### config.mk
export PLATFORM = sky130hd
export DESIGN_NAME = tac_control
export DESIGN_NICKNAME = d
export VERILOG_FILES = /design/src/verilog/tac_pkg.sv /design/src/verilog/tac_control.sv
export SDC_FILE = /design/constraint.sdc
export NUM_CORES = 1
export LEC_CHECK = 0
export BUFFER_PORTS_ARGS = -buffer_cell sky130_fd_sc_hd__clkbuf_2
export CAP_MARGIN = 20
export CORE_ASPECT_RATIO = 0.5
export CORE_UTILIZATION = 50
export DETAILED_ROUTE_END_ITERATION = 10
export PLACE_DENSITY_LB_ADDON = 0.2
export REMOVE_ABC_BUFFERS = 1
export SLEW_MARGIN = 20
export SYNTH_ARGS = -nofsm -noshare
export SYNTH_HDL_FRONTEND = slang
export SYNTH_SLANG_ARGS = --single-unit
### constraint.sdc
create_clock -name SYS_CLK -period 8 [get_ports SYS_CLK]
set_input_delay 1.2 -clock SYS_CLK [delete_from_list [all_inputs] [get_ports SYS_CLK]]
set_output_delay 1.2 -clock SYS_CLK [all_outputs]
set_load 0.01 [all_outputs]
### src/verilog/tac_pkg.sv
// Package for the temperature converter control block.
// Holds the register map, field layout, encodings and conversion timing.
// Assumes a 125 MHz system clock; timings are scaled to that rate.
package tac_pkg;

  // Register index of the single 16-bit control register; APB byte address is four times it.
  localparam logic [7:0] TEMP_CONVERTER_CONTROL_INDEX = 8'h06;
  localparam logic [7:0] TEMP_CONVERTER_CONTROL_ADDR  = {TEMP_CONVERTER_CONTROL_INDEX[5:0], 2'h0};
  localparam logic [15:0] CTRL_RESET = 16'h0000;
  // Control bits other than the reserved top two are writable.
  localparam logic [15:0] CTRL_WRITE_MASK = 16'h3FFF;

  localparam int BIT_DOUBLE_SPEED = 13;
  localparam int BIT_START = 12;
  localparam int BIT_BIAS = 11;
  localparam int BIT_CONTINUOUS = 10;
  localparam int BIT_ON_CHIP_TEMP = 9;
  localparam int BIT_INT_REF = 8;
  localparam int POS_REF_SEL = 6;
  localparam int POS_MUX = 4;
  localparam int POS_GAIN = 2;
  localparam int POS_RES = 0;

  localparam int CLK_MHZ = 125;

  // Conversion times in milliseconds, indexed by resolution code.
  localparam int TEMP_MS_0 = 3;
  localparam int TEMP_MS_1 = 6;
  localparam int TEMP_MS_2 = 12;
  localparam int TEMP_MS_3 = 24;
  localparam int EXT_MS_0 = 6;
  localparam int EXT_MS_1 = 24;
  localparam int EXT_MS_2 = 50;
  localparam int EXT_MS_3 = 100;
  localparam int IREF_MS_0 = 8;
  localparam int IREF_MS_1 = 32;
  localparam int IREF_MS_2 = 64;
  localparam int IREF_MS_3 = 128;

  // Magnitude bits of the result for each resolution code (sign not counted).
  localparam logic [3:0] TEMP_BITS_0 = 4'h9;
  localparam logic [3:0] EXT_BITS_0 = 4'hB;
  localparam logic [3:0] EXT_BITS_1 = 4'hD;
  localparam logic [3:0] EXT_BITS_2 = 4'hE;
  localparam logic [3:0] EXT_BITS_3 = 4'hF;

  // Reference source select codes.
  typedef enum logic [1:0] {
    TAC_REF_MAIN   = 2'h0,
    TAC_REF_EXCITE = 2'h1,
    TAC_REF_SUPPLY = 2'h2,
    TAC_REF_RSVD   = 2'h3
  } tac_ref_t;

  // Analog input routing: one-hot positive and negative selections.
  typedef struct packed {
    logic pos_temp_pin;
    logic pos_excite;
    logic pos_out_pin;
    logic pos_main_ref;
    logic neg_ground;
    logic neg_temp_pin;
  } tac_route_t;

  // Steering handed to the analog converter.
  typedef struct packed {
    logic       on_chip_temp;
    logic       internal_ref;
    tac_ref_t   ref_sel;
    logic       ref_reserved;
    tac_route_t route;
    logic [3:0] gain;
    logic [3:0] result_bits;
    logic       bias_on;
    logic       double_speed;
  } tac_analog_t;

  typedef enum logic [1:0] {
    TAC_IDLE  = 2'b00,
    TAC_SINGLE = 2'b01,
    TAC_CONT  = 2'b10
  } tac_state_t;

endpackage : tac_pkg

### src/verilog/tac_control.sv
// Temperature converter control register and conversion sequencer.
// Assumes an APB master on SYS_CLK and an analog converter that follows the
// steering outputs; conversion length is timed here from the settings.
// Restarts and the self-clearing start bit are sequenced here, not in the converter.
//
// Functional notes
// Double speed halves external conversion time.
// Writing start launches one conversion, self-clears.
// Bias bit switches temperature pin current.
// Continuous bit converts repeatedly without starts.
// Temperature bit picks on-chip sensor input.
// Host clears other fields before temperature mode.
// Internal reference bit overrides reference field.
// Reference field selects main, excitation, supply.
// Mux field routes converter input pairs.
// Gain field selects 1, 2, 4, 8.
// On-chip mode resolutions and 3-24 ms times.
// External reference resolutions, 6-100 ms times.
// Internal reference resolutions, 8-128 ms times.
// Host writes zero to reserved top bits.
// Start bit reads one while converting; continuous conversions leave it as written.
//
// Chosen here: register access over APB.
`timescale 1ns/100ps
`default_nettype none

module tac_control #(
  parameter int MS_CYCLES = tac_pkg::CLK_MHZ * 1000
) (
  // Clock and reset
  input  wire logic                 SYS_CLK,
  input  wire logic                 RST_B,
  // APB slave
  input  wire logic                 PSEL,
  input  wire logic                 PENABLE,
  input  wire logic                 PWRITE,
  input  wire logic [7:0]           PADDR,
  input  wire logic [31:0]          PWDATA,
  input  wire logic [3:0]           PSTRB,
  output logic      [31:0]          PRDATA,
  output logic                      PREADY,
  output logic                      PSLVERR,
  // Converter steering and status
  output tac_pkg::tac_analog_t      ANALOG,
  output logic                      CONV_ACTIVE,
  output logic                      CONV_DONE
);

  logic [15:0]          ctrl;
  tac_pkg::tac_state_t  state;
  tac_pkg::tac_state_t  next_state;
  logic [31:0]          cycle_left;
  logic                 access;
  logic                 hit;
  logic                 wr_ctrl;
  logic                 start_req;
  logic                 finish;
  logic [31:0]          conv_cycles;
  logic [15:0]          written;
  logic                 launch;
  logic                 hold_start;
  // Registered steering, one group of flops for each concern.
  logic                 on_chip_q;
  logic                 int_ref_q;
  tac_pkg::tac_ref_t    ref_sel_q;
  logic                 ref_rsvd_q;
  tac_pkg::tac_route_t  route_q;
  logic [3:0]           gain_q;
  logic [3:0]           bits_q;
  logic                 bias_q;
  logic                 double_q;

  // Conversion length in cycles for the current settings.
  function automatic logic [31:0] conv_time(input logic [15:0] c);
    int ms;
    ms = 0;
    if (c[tac_pkg::BIT_ON_CHIP_TEMP]) begin
      case (c[tac_pkg::POS_RES +: 2])
        2'h0:    ms = tac_pkg::TEMP_MS_0;
        2'h1:    ms = tac_pkg::TEMP_MS_1;
        2'h2:    ms = tac_pkg::TEMP_MS_2;
        default: ms = tac_pkg::TEMP_MS_3;
      endcase
    end else if (c[tac_pkg::BIT_INT_REF]) begin
      case (c[tac_pkg::POS_RES +: 2])
        2'h0:    ms = tac_pkg::IREF_MS_0;
        2'h1:    ms = tac_pkg::IREF_MS_1;
        2'h2:    ms = tac_pkg::IREF_MS_2;
        default: ms = tac_pkg::IREF_MS_3;
      endcase
    end else begin
      case (c[tac_pkg::POS_RES +: 2])
        2'h0:    ms = tac_pkg::EXT_MS_0;
        2'h1:    ms = tac_pkg::EXT_MS_1;
        2'h2:    ms = tac_pkg::EXT_MS_2;
        default: ms = tac_pkg::EXT_MS_3;
      endcase
    end
    // Double speed is not offered in on-chip mode, so it is ignored there.
    if (c[tac_pkg::BIT_DOUBLE_SPEED] && !c[tac_pkg::BIT_ON_CHIP_TEMP]) begin
      ms = ms / 2;
    end
    conv_time = 32'(ms * MS_CYCLES);
  endfunction : conv_time

  // Input pair for a mux code: exactly one positive and one negative leg is on.
  function automatic tac_pkg::tac_route_t route_of(input logic [1:0] m);
    tac_pkg::tac_route_t r;
    r = '0;
    case (m)
      2'h0: begin
        r.pos_temp_pin = 1'b1;
        r.neg_ground   = 1'b1;
      end
      2'h1: begin
        r.pos_excite   = 1'b1;
        r.neg_temp_pin = 1'b1;
      end
      2'h2: begin
        r.pos_out_pin  = 1'b1;
        r.neg_ground   = 1'b1;
      end
      default: begin
        r.pos_main_ref = 1'b1;
        r.neg_temp_pin = 1'b1;
      end
    endcase
    route_of = r;
  endfunction : route_of

  // Magnitude bits delivered for a resolution code in the present mode.
  function automatic logic [3:0] result_bits_of(input logic [15:0] c);
    logic [3:0] b;
    b = tac_pkg::EXT_BITS_3;
    if (c[tac_pkg::BIT_ON_CHIP_TEMP]) begin
      b = tac_pkg::TEMP_BITS_0 + 4'(c[tac_pkg::POS_RES +: 2]);
    end else begin
      case (c[tac_pkg::POS_RES +: 2])
        2'h0:    b = tac_pkg::EXT_BITS_0;
        2'h1:    b = tac_pkg::EXT_BITS_1;
        2'h2:    b = tac_pkg::EXT_BITS_2;
        default: b = tac_pkg::EXT_BITS_3;
      endcase
    end
    result_bits_of = b;
  endfunction : result_bits_of

  assign access  = PSEL && PENABLE;
  assign hit     = (PADDR == tac_pkg::TEMP_CONVERTER_CONTROL_ADDR);
  assign wr_ctrl = access && PWRITE && hit && (PSTRB[1:0] != 2'h0);
  // Only the upper byte lane carries the start bit.
  assign start_req = wr_ctrl && PSTRB[1] && PWDATA[tac_pkg::BIT_START];
  // A start launches a single conversion only if continuous mode is off after the write.
  assign launch = start_req && !written[tac_pkg::BIT_CONTINUOUS];
  // Writing zero to start must not make a running single conversion look finished.
  assign hold_start = wr_ctrl && PSTRB[1] && !PWDATA[tac_pkg::BIT_START]
                      && state == tac_pkg::TAC_SINGLE && !finish;
  assign finish = (state != tac_pkg::TAC_IDLE) && (cycle_left <= 32'h1);
  assign conv_cycles = conv_time(ctrl);

  // Control word as it stands once the present write has landed.
  always_comb begin
    written = ctrl;
    if (wr_ctrl && PSTRB[0]) begin
      written[7:0] = PWDATA[7:0];
    end
    if (wr_ctrl && PSTRB[1]) begin
      written[15:8] = PWDATA[15:8] & tac_pkg::CTRL_WRITE_MASK[15:8];
    end
  end

  // Zero-wait slave; unmapped addresses answer with an error and read zero.
  assign PREADY  = 1'b1;
  assign PSLVERR = access && !hit;

  // Read data is captured in the setup phase so it stands through the access phase.
  always_ff @(posedge SYS_CLK or negedge RST_B) begin
    if (!RST_B) begin
      PRDATA <= 32'h0000_0000;
    end else if (PSEL && !PENABLE && !PWRITE && hit) begin
      PRDATA <= {16'h0000, ctrl};
    end else if (PSEL && !PENABLE) begin
      PRDATA <= 32'h0000_0000;
    end
  end

  // Control register; reserved top bits always hold zero.
  always_ff @(posedge SYS_CLK or negedge RST_B) begin
    if (!RST_B) begin
      ctrl <= tac_pkg::CTRL_RESET;
    end else begin
      if (wr_ctrl) begin
        if (PSTRB[0]) begin
          ctrl[7:0] <= PWDATA[7:0];
        end
        if (PSTRB[1]) begin
          ctrl[15:8] <= PWDATA[15:8] & tac_pkg::CTRL_WRITE_MASK[15:8];
        end
      end
      if (hold_start) begin
        ctrl[tac_pkg::BIT_START] <= 1'b1;
      end
      // A new start wins over completion; otherwise completion clears it.
      if (!start_req && finish && state == tac_pkg::TAC_SINGLE) begin
        ctrl[tac_pkg::BIT_START] <= 1'b0;
      end
    end
  end

  always_comb begin
    next_state = state;
    case (state)
      tac_pkg::TAC_IDLE: begin
        if (ctrl[tac_pkg::BIT_CONTINUOUS]) begin
          next_state = tac_pkg::TAC_CONT;
        end else if (launch) begin
          next_state = tac_pkg::TAC_SINGLE;
        end
      end
      tac_pkg::TAC_SINGLE: begin
        if (ctrl[tac_pkg::BIT_CONTINUOUS]) begin
          next_state = tac_pkg::TAC_CONT;
        end else if (finish && !launch) begin
          next_state = tac_pkg::TAC_IDLE;
        end
      end
      tac_pkg::TAC_CONT: begin
        if (launch) begin
          next_state = tac_pkg::TAC_SINGLE;
        end else if (!ctrl[tac_pkg::BIT_CONTINUOUS] && finish) begin
          next_state = tac_pkg::TAC_IDLE;
        end
      end
      default: next_state = tac_pkg::TAC_IDLE;
    endcase
  end

  // Sequencer state; continuous mode takes precedence over a stored start bit.
  always_ff @(posedge SYS_CLK or negedge RST_B) begin
    if (!RST_B) begin
      state <= tac_pkg::TAC_IDLE;
    end else begin
      state <= next_state;
    end
  end

  // Conversion timer; a start that leaves continuous mode off restarts it.
  always_ff @(posedge SYS_CLK or negedge RST_B) begin
    if (!RST_B) begin
      cycle_left <= 32'h0000_0000;
    end else if (launch) begin
      cycle_left <= conv_time(written);
    end else if (state == tac_pkg::TAC_IDLE && next_state == tac_pkg::TAC_CONT) begin
      cycle_left <= conv_cycles;
    end else if (finish && state == tac_pkg::TAC_CONT) begin
      cycle_left <= conv_cycles;
    end else if (cycle_left != 32'h0000_0000) begin
      cycle_left <= cycle_left - 32'h1;
    end
  end

  // Status flops: done pulses for one cycle after each conversion ends.
  always_ff @(posedge SYS_CLK or negedge RST_B) begin
    if (!RST_B) begin
      CONV_DONE <= 1'b0;
      CONV_ACTIVE <= 1'b0;
    end else begin
      CONV_DONE <= finish;
      CONV_ACTIVE <= (next_state != tac_pkg::TAC_IDLE);
    end
  end

  // Analog steering is registered so the converter never sees decode glitches.
  always_ff @(posedge SYS_CLK or negedge RST_B) begin
    if (!RST_B) begin
      on_chip_q  <= 1'b0;
      int_ref_q  <= 1'b0;
      ref_sel_q  <= tac_pkg::TAC_REF_MAIN;
      ref_rsvd_q <= 1'b0;
    end else begin
      on_chip_q  <= ctrl[tac_pkg::BIT_ON_CHIP_TEMP];
      int_ref_q  <= ctrl[tac_pkg::BIT_INT_REF];
      ref_sel_q  <= tac_pkg::tac_ref_t'(ctrl[tac_pkg::POS_REF_SEL +: 2]);
      ref_rsvd_q <= !ctrl[tac_pkg::BIT_INT_REF]
                    && ctrl[tac_pkg::POS_REF_SEL +: 2] == tac_pkg::TAC_REF_RSVD;
    end
  end

  // Route steering is one-hot per leg, so the converter never sees two positive or two negative legs on.
  always_ff @(posedge SYS_CLK or negedge RST_B) begin
    if (!RST_B) begin
      route_q <= '0;
    end else begin
      route_q <= route_of(ctrl[tac_pkg::POS_MUX +: 2]);
    end
  end

  // Gain steering is one-hot so the front end needs no decoder of its own.
  always_ff @(posedge SYS_CLK or negedge RST_B) begin
    if (!RST_B) begin
      gain_q <= 4'h0;
    end else begin
      gain_q <= 4'h1 << ctrl[tac_pkg::POS_GAIN +: 2];
    end
  end

  // Resolution steering depends on the mode as well as the code.
  always_ff @(posedge SYS_CLK or negedge RST_B) begin
    if (!RST_B) begin
      bits_q <= 4'h0;
    end else begin
      bits_q <= result_bits_of(ctrl);
    end
  end

  // Double speed is dropped in on-chip mode, where it is not offered.
  always_ff @(posedge SYS_CLK or negedge RST_B) begin
    if (!RST_B) begin
      bias_q   <= 1'b0;
      double_q <= 1'b0;
    end else begin
      bias_q   <= ctrl[tac_pkg::BIT_BIAS];
      double_q <= ctrl[tac_pkg::BIT_DOUBLE_SPEED] && !ctrl[tac_pkg::BIT_ON_CHIP_TEMP];
    end
  end

  // One carrier for the converter; every member comes straight from a flop.
  assign ANALOG = '{
    on_chip_temp: on_chip_q,
    internal_ref: int_ref_q,
    ref_sel:      ref_sel_q,
    ref_reserved: ref_rsvd_q,
    route:        route_q,
    gain:         gain_q,
    result_bits:  bits_q,
    bias_on:      bias_q,
    double_speed: double_q
  };

endmodule : tac_control
`default_nettype wire

---- After elaboration in Yosys (flattened, before gate mapping) ----
Index checks and enable logic that the tools add are counted.
word-level totals
  flip-flop bits (word level) ............. 103
  bits of input ports ..................... 49
  output and inout port bits .............. 57
  logic and storage cells ................. 139
cells by class
  $add $sub $neg .......................... 4
  multiply operators ...................... 2
  order comparisons ....................... 1
  equality and inequality tests ........... 11
  shifts and indexed selects .............. 1
  multiplexer cells ....................... 42
  bitwise gates (word level) .............. 2
  reductions and logical operators ........ 54
operators by type and width
  cell                                                                                number
  32-bit 2-to-1 mux                                                                   13
  32-bit by 1-bit adder with 32-bit output                                            2
  32-bit by 15-bit multiplier with 29-bit output (second input constant)              2
  8-bit case mux with 3 select lines                                                  2
  7-bit case mux with 3 select lines                                                  2
  32-bit by 1-bit less-or-equal comparator with 1-bit output (second input constant)  1
  32-bit nonzero test                                                                 1
  32-bit by 1-bit subtractor with 32-bit output (second input constant)               1
  5-bit case mux with 3 select lines                                                  2
  1-bit logical AND                                                                   25
  8-bit 2-to-1 mux                                                                    2
  2-bit 2-to-1 mux                                                                    7
  13-bit 2-to-1 mux                                                                   1
  2-bit equality test (second input constant)                                         6
  1-bit zero test                                                                     12
  3-bit case mux with 3 select lines                                                  1
  2-bit by 1-bit equality test with 1-bit output (second input constant)              4
  8-bit by 5-bit equality test with 1-bit output (second input constant)              1
  2-bit zero test                                                                     4
  1-bit 2-to-1 mux                                                                    8
  2-bit nonzero test                                                                  4
  6-bit 2-to-1 mux                                                                    1
  2-bit case mux with 3 select lines                                                  1
  2-bit AND reduction                                                                 3
  other kinds (9)                                                                     11

---- Depth between registers and ports, before layout ----
  depth after elaboration ................. 17
  mapped depth ............................ 27
  depth with buffers taken out ............ 27

---- Least setup slack after synthesis ----
OpenSTA, ideal clock, no wires.
  path type ............................... in2reg
  start point ............................. input port PADDR[2]
  end point ............................... register cycle_left[26]
  library setup time ...................... 0.130 ns
  data arrival time ....................... 7.285 ns
  required time ........................... 7.870 ns
  setup slack ............................. 0.585 ns
  stages .................................. 23
  buffers on the path ..................... 0
  cells stage by stage .................... nor4b_1 nand4_1 mux2_2 ha_1 a221oi_1 a21oi_1 ha_1 inv_1 fa_1 inv_1 fa_1 inv_1 fa_1 inv_1 ha_1 ha_1 ha_1 nand3_1 nor4_1 a221oi_1 o31ai_1 xnor2_1 a22oi_1
between the ends
  cells in the longest elaborated chain, start to end .. 16
  elaborated cells on any way between the ends .. 39
  those cells by class .................... add/sub: 1; mul: 1; eq/ne: 4; mux: 18; bitwise: 1; reduce/logical: 14
RTL lines
  element                                                                                            line                RTL
  from (decl)                                                                                        tac_control.sv:37   input wire logic [7:0] PADDR,
  8-bit by 5-bit equality test with 1-bit output (*)                                                 tac_control.sv:149  assign hit = (PADDR == tac_pkg::TEMP_CONVERTER_CONTROL_ADDR);
  1-bit logical AND (*) (2 in a row)                                                                 tac_control.sv:150  assign wr_ctrl = access && PWRITE && hit && (PSTRB[1:0] != 2'h0);
  parallel branches: the longest is 13 deep, another holds 32-bit by 1-bit adder with 32-bit output  --
  to (signal assigned)                                                                               tac_control.sv:252  cycle_left <= conv_time(written);
  to (signal assigned)                                                                               tac_control.sv:254  cycle_left <= conv_cycles;
  to (signal assigned)                                                                               tac_control.sv:256  cycle_left <= conv_cycles;
  to (decl)                                                                                          tac_control.sv:52   logic [31:0] cycle_left;
Every way passes the cells marked *. The select of a mux whose other input is x is not followed.
A chain may end at the register's enable or synchronous reset.

---- Worst setup path in the final report ----
Same ends and word-level chain as after synthesis.

==> results.md <==
* Hold_sp: ctrl[11]
* Synth-to-Final Area Change at 10.0%
* Final ANT Viol Nets at 0
* Die W at 191 um
* TritonCTS clock tree: yes
* Clock power share at 32.0%
* Crit path max fanout at 5
* Gate Count Post-Synth at 943
* Fin. Hold Viols at 0
* Proportion of synthesized area in mux cells at 2.87%
* Final #Nets at 1291
* Pleak at between 5 and 6 nW
* Critical-path top delay cell: fa_1
* Clock sinks at between 80 and 90
* Crit end category: register
* Yosys reg bits at 85
* Synth unique cells at 65
* Reg clk slew, reported paths at 0.07 ns
* Worst hold path cell count at 0
* Hold_buf cts at 0
* R2r startpoint: ctrl[0]
* CP peak stage delay at approximately 0.53 ns
* Initial Util at 51.2%
* I/O pins at 106
* RSZ-0062 raised after global routing: false
* Worst VDD drop at 0.000101 V
* Setup CP Type: input port to register
* Simple-gate share of the synthesized area at between 10% and 20%
* Post-CTS Setup Bufs at 0
* Vias at 6746
* Core Footprint at 17400 um2
* Crit path launch type: input port
* Iter 0 DRT Violations at 284
* Cell mode on critical path: ha_1
* Filler cells at 1546
* Initial antenna violation count at 0
* Max_slew headroom at 31.1%
* Asr flop ratio synth at 100%
* Final WL at 19100 um
* RePlAce Congestion at approximately 0.86
* Vias in the first global route at 6421
* First-pass DRT Iterations at 5
* Routed WL per cell at 15.2 um
* Row cnt at 34
* Logic pwr share at 27.1%
* Final setup vio count at 0
* Outcome: complete, no violations
* Total track usage at 21.6%
* R2R setup slack at 1.42 ns
* Placed cells at roughly 1200
* Arr. time, crit path at 7.87 ns
* Compound-Gate Fraction of Synth Area at 13.4%
* Net switching fraction of the power at 32.6%
* First-pass GRT wire length at ~31000 um
* Post-Synth XOR/XNOR Area at between 5 and 6%
* Syn Area/Cell at approximately 9.5 um2
* # Max-Cap Violations at 0
* Num CTS Buffers at 9
* Post-synthesis sequential area ratio at around a quarter
* Yosys warns at 0
* Number of synthesized flops with an enable pin at 0
* Net load switching power at 0.404 mW
* Final min period at 7.66 ns
* Adder-Cell Fraction of Synth Area at 34.3%
* Mapped cell area at 8930 um2
* Max-slew violation count at 0
* Total gr overflow at 0
* Skew-Pair Late Insertion Delay at 0.34 ns
* Clock buffer depth at 2
* Hold Crit Endpoint: bias_q
* Commonest non-fill, non-tap cells in the layout: 192 x ha_1, 107 x inv_1, 85 x dfrtp_1, 65 x clkbuf_2, 54 x nor2_1
* Prevailing post-synth register cell: dfrtp_1
* Root Buffer: clkbuf_16
* Commonest non-fill, non-tap cell in the layout: ha_1
* Clk_skew at 0.00943 ns
* Full die area at 18400 um2
* Worst Path Required at 8.22 ns
* WP buf/inv at 4
* Crit-path cells: clkbuf_2, nor4b_1, nand4_1, mux2_2, ha_1, a221oi_1, a21oi_1, buf_4, ha_1, fa_1, fa_1, inv_1, fa_1, inv_1, ha_1, ha_1, ha_1, nand3_1, nor4_1, a221oi_1, o31ai_1, xnor2_1, a22oi_1
* Tcrit/Tclk final at 95.7%
* CTS H-Tree Depth at 3
* F_max at 131 MHz
* Sequential power share at 40.9%
* DRC viols at 0
* Power Dens Cells at 126 nW/um2
* # resized after CTS at 0
* HP Class: register to register
* Worst Reg2Reg Path Length in Cells at 21
* Setup TNS at 0 ns
* Slew @ Worst Pin at 1.03 ns
* Reg-to-reg critical path endpoint: cycle_left[26]
* Largest net degree at the start of global routing at 60
* Die Ht at between 90 and 100 um
* P_int at 0.834 mW
* Post-route insts no fill at around 1300
* CP delay by family, top: adder cells
* N_diodes at 0
* Share of cells above drive strength 1 at 13.2%
* Vias/cell at 5.37
* Port Buffers at 66
* Post-DP HPWL at 15600 um
* Largest family of logic cells by synthesized area: adder cells
cells in the mapped netlist, drive strengths merged (12+ instances only):
master | instances | share of area (%)
nor2 | 56 | 2.5
buf | 32 | 2.6
dfrtp | 85 | 24
clkbuf | 15 | 0.63
a21oi | 42 | 2.4
nor3 | 18 | 1.1
o21ai | 43 | 2.5
xnor2 | 28 | 2.7
ha | 192 | 27
o211ai | 12 | 1.0
nand3 | 17 | 0.95
a22o | 17 | 1.7
fa | 33 | 7.4
nor4 | 15 | 1.1
mux2 | 13 | 1.6
nand2 | 48 | 2.0
xor2 | 25 | 2.5
inv | 107 | 4.5
cells by family (layout without fill, tap and decap cells):
logic type	after synthesis	after routing
compound gates	181	181
xor+xnor	53	53
fa+ha+maj	225	225
buf+inv	154	215
flops	85	85
mux	24	24
other cells	2	20
simple gates	219	219
state kept, by name (all words and copies together), names as in the netlist, 2 cells and up:
| signal | cells |
|---|---|
| ref_sel_q | 2 |
| ctrl | 14 |
| state | 2 |
| PRDATA | 14 |
| ANALOG | 6 |
| bits_q | 4 |
| cycle_left | 32 |
| gain_q | 4 |
final cells by class:
class                   count  area, um2  share of cell area, %
clock buffers               9        225                   2.29
clock inverters             7       56.3                  0.573
inverters                 107        402                   4.09
multi-input cells         722       6200                   63.1
flip-flops and latches     85       2130                   21.6
well taps                 234        293                   2.98
repair buffers             92        528                   5.37
metrics by stage:
stage               hold slack (ns)  area, um2  total power [mW]  utilization [%]  worst slack (ns)
floorplan                     0.370       8710             0.751                -             0.416
finish                        0.402       9830              1.24             56.4             0.341
global placement              0.378       9550             0.838             54.7             0.237
CTS                           0.406       9830              1.25             56.4             0.438
global route                  0.423       9830              1.33             56.4            0.0221
detailed placement            0.391       9550             0.844             54.7            0.0777
how the worst max path moves through the flow:
stage | startpoint | endpoint | slack [ns] | cells after the start
2_1_floorplan | PADDR[2] | cycle_left[26] | 0.42 | 21
6_report | PADDR[2] | cycle_left[26] | 0.34 | 23
3_3_place_gp | PADDR[2] | cycle_left[26] | 0.24 | 23
3_5_place_dp | PADDR[2] | cycle_left[26] | 0.08 | 23
5_1_grt | PADDR[2] | cycle_left[26] | 0.02 | 23
4_1_cts | PADDR[2] | cycle_left[26] | 0.44 | 23
layer usage:
| metal | GRT usage, % | part of all wire, % | routed length (um) |
|---|---|---|---|
| met5 | 0 | 0 | 0 |
| met4 | 4.13 | 0.90 | 172 |
| met3 | 3.86 | 4.8 | 911 |
| met2 | 35.6 | 44 | 8340 |
| met1 | 29.8 | 51 | 9680 |
power by group through the flow:
stage	registers [mW]	clock network [mW]	logic, mW
final	0.506	0.396	0.336
after CTS	0.504	0.408	0.338
after global routing	0.510	0.428	0.392
after global placement	0.510	0	0.328
after floorplan	0.505	0	0.246
after detailed placement	0.512	0	0.332
No activity file was read; power rests on OpenSTA's default activity.
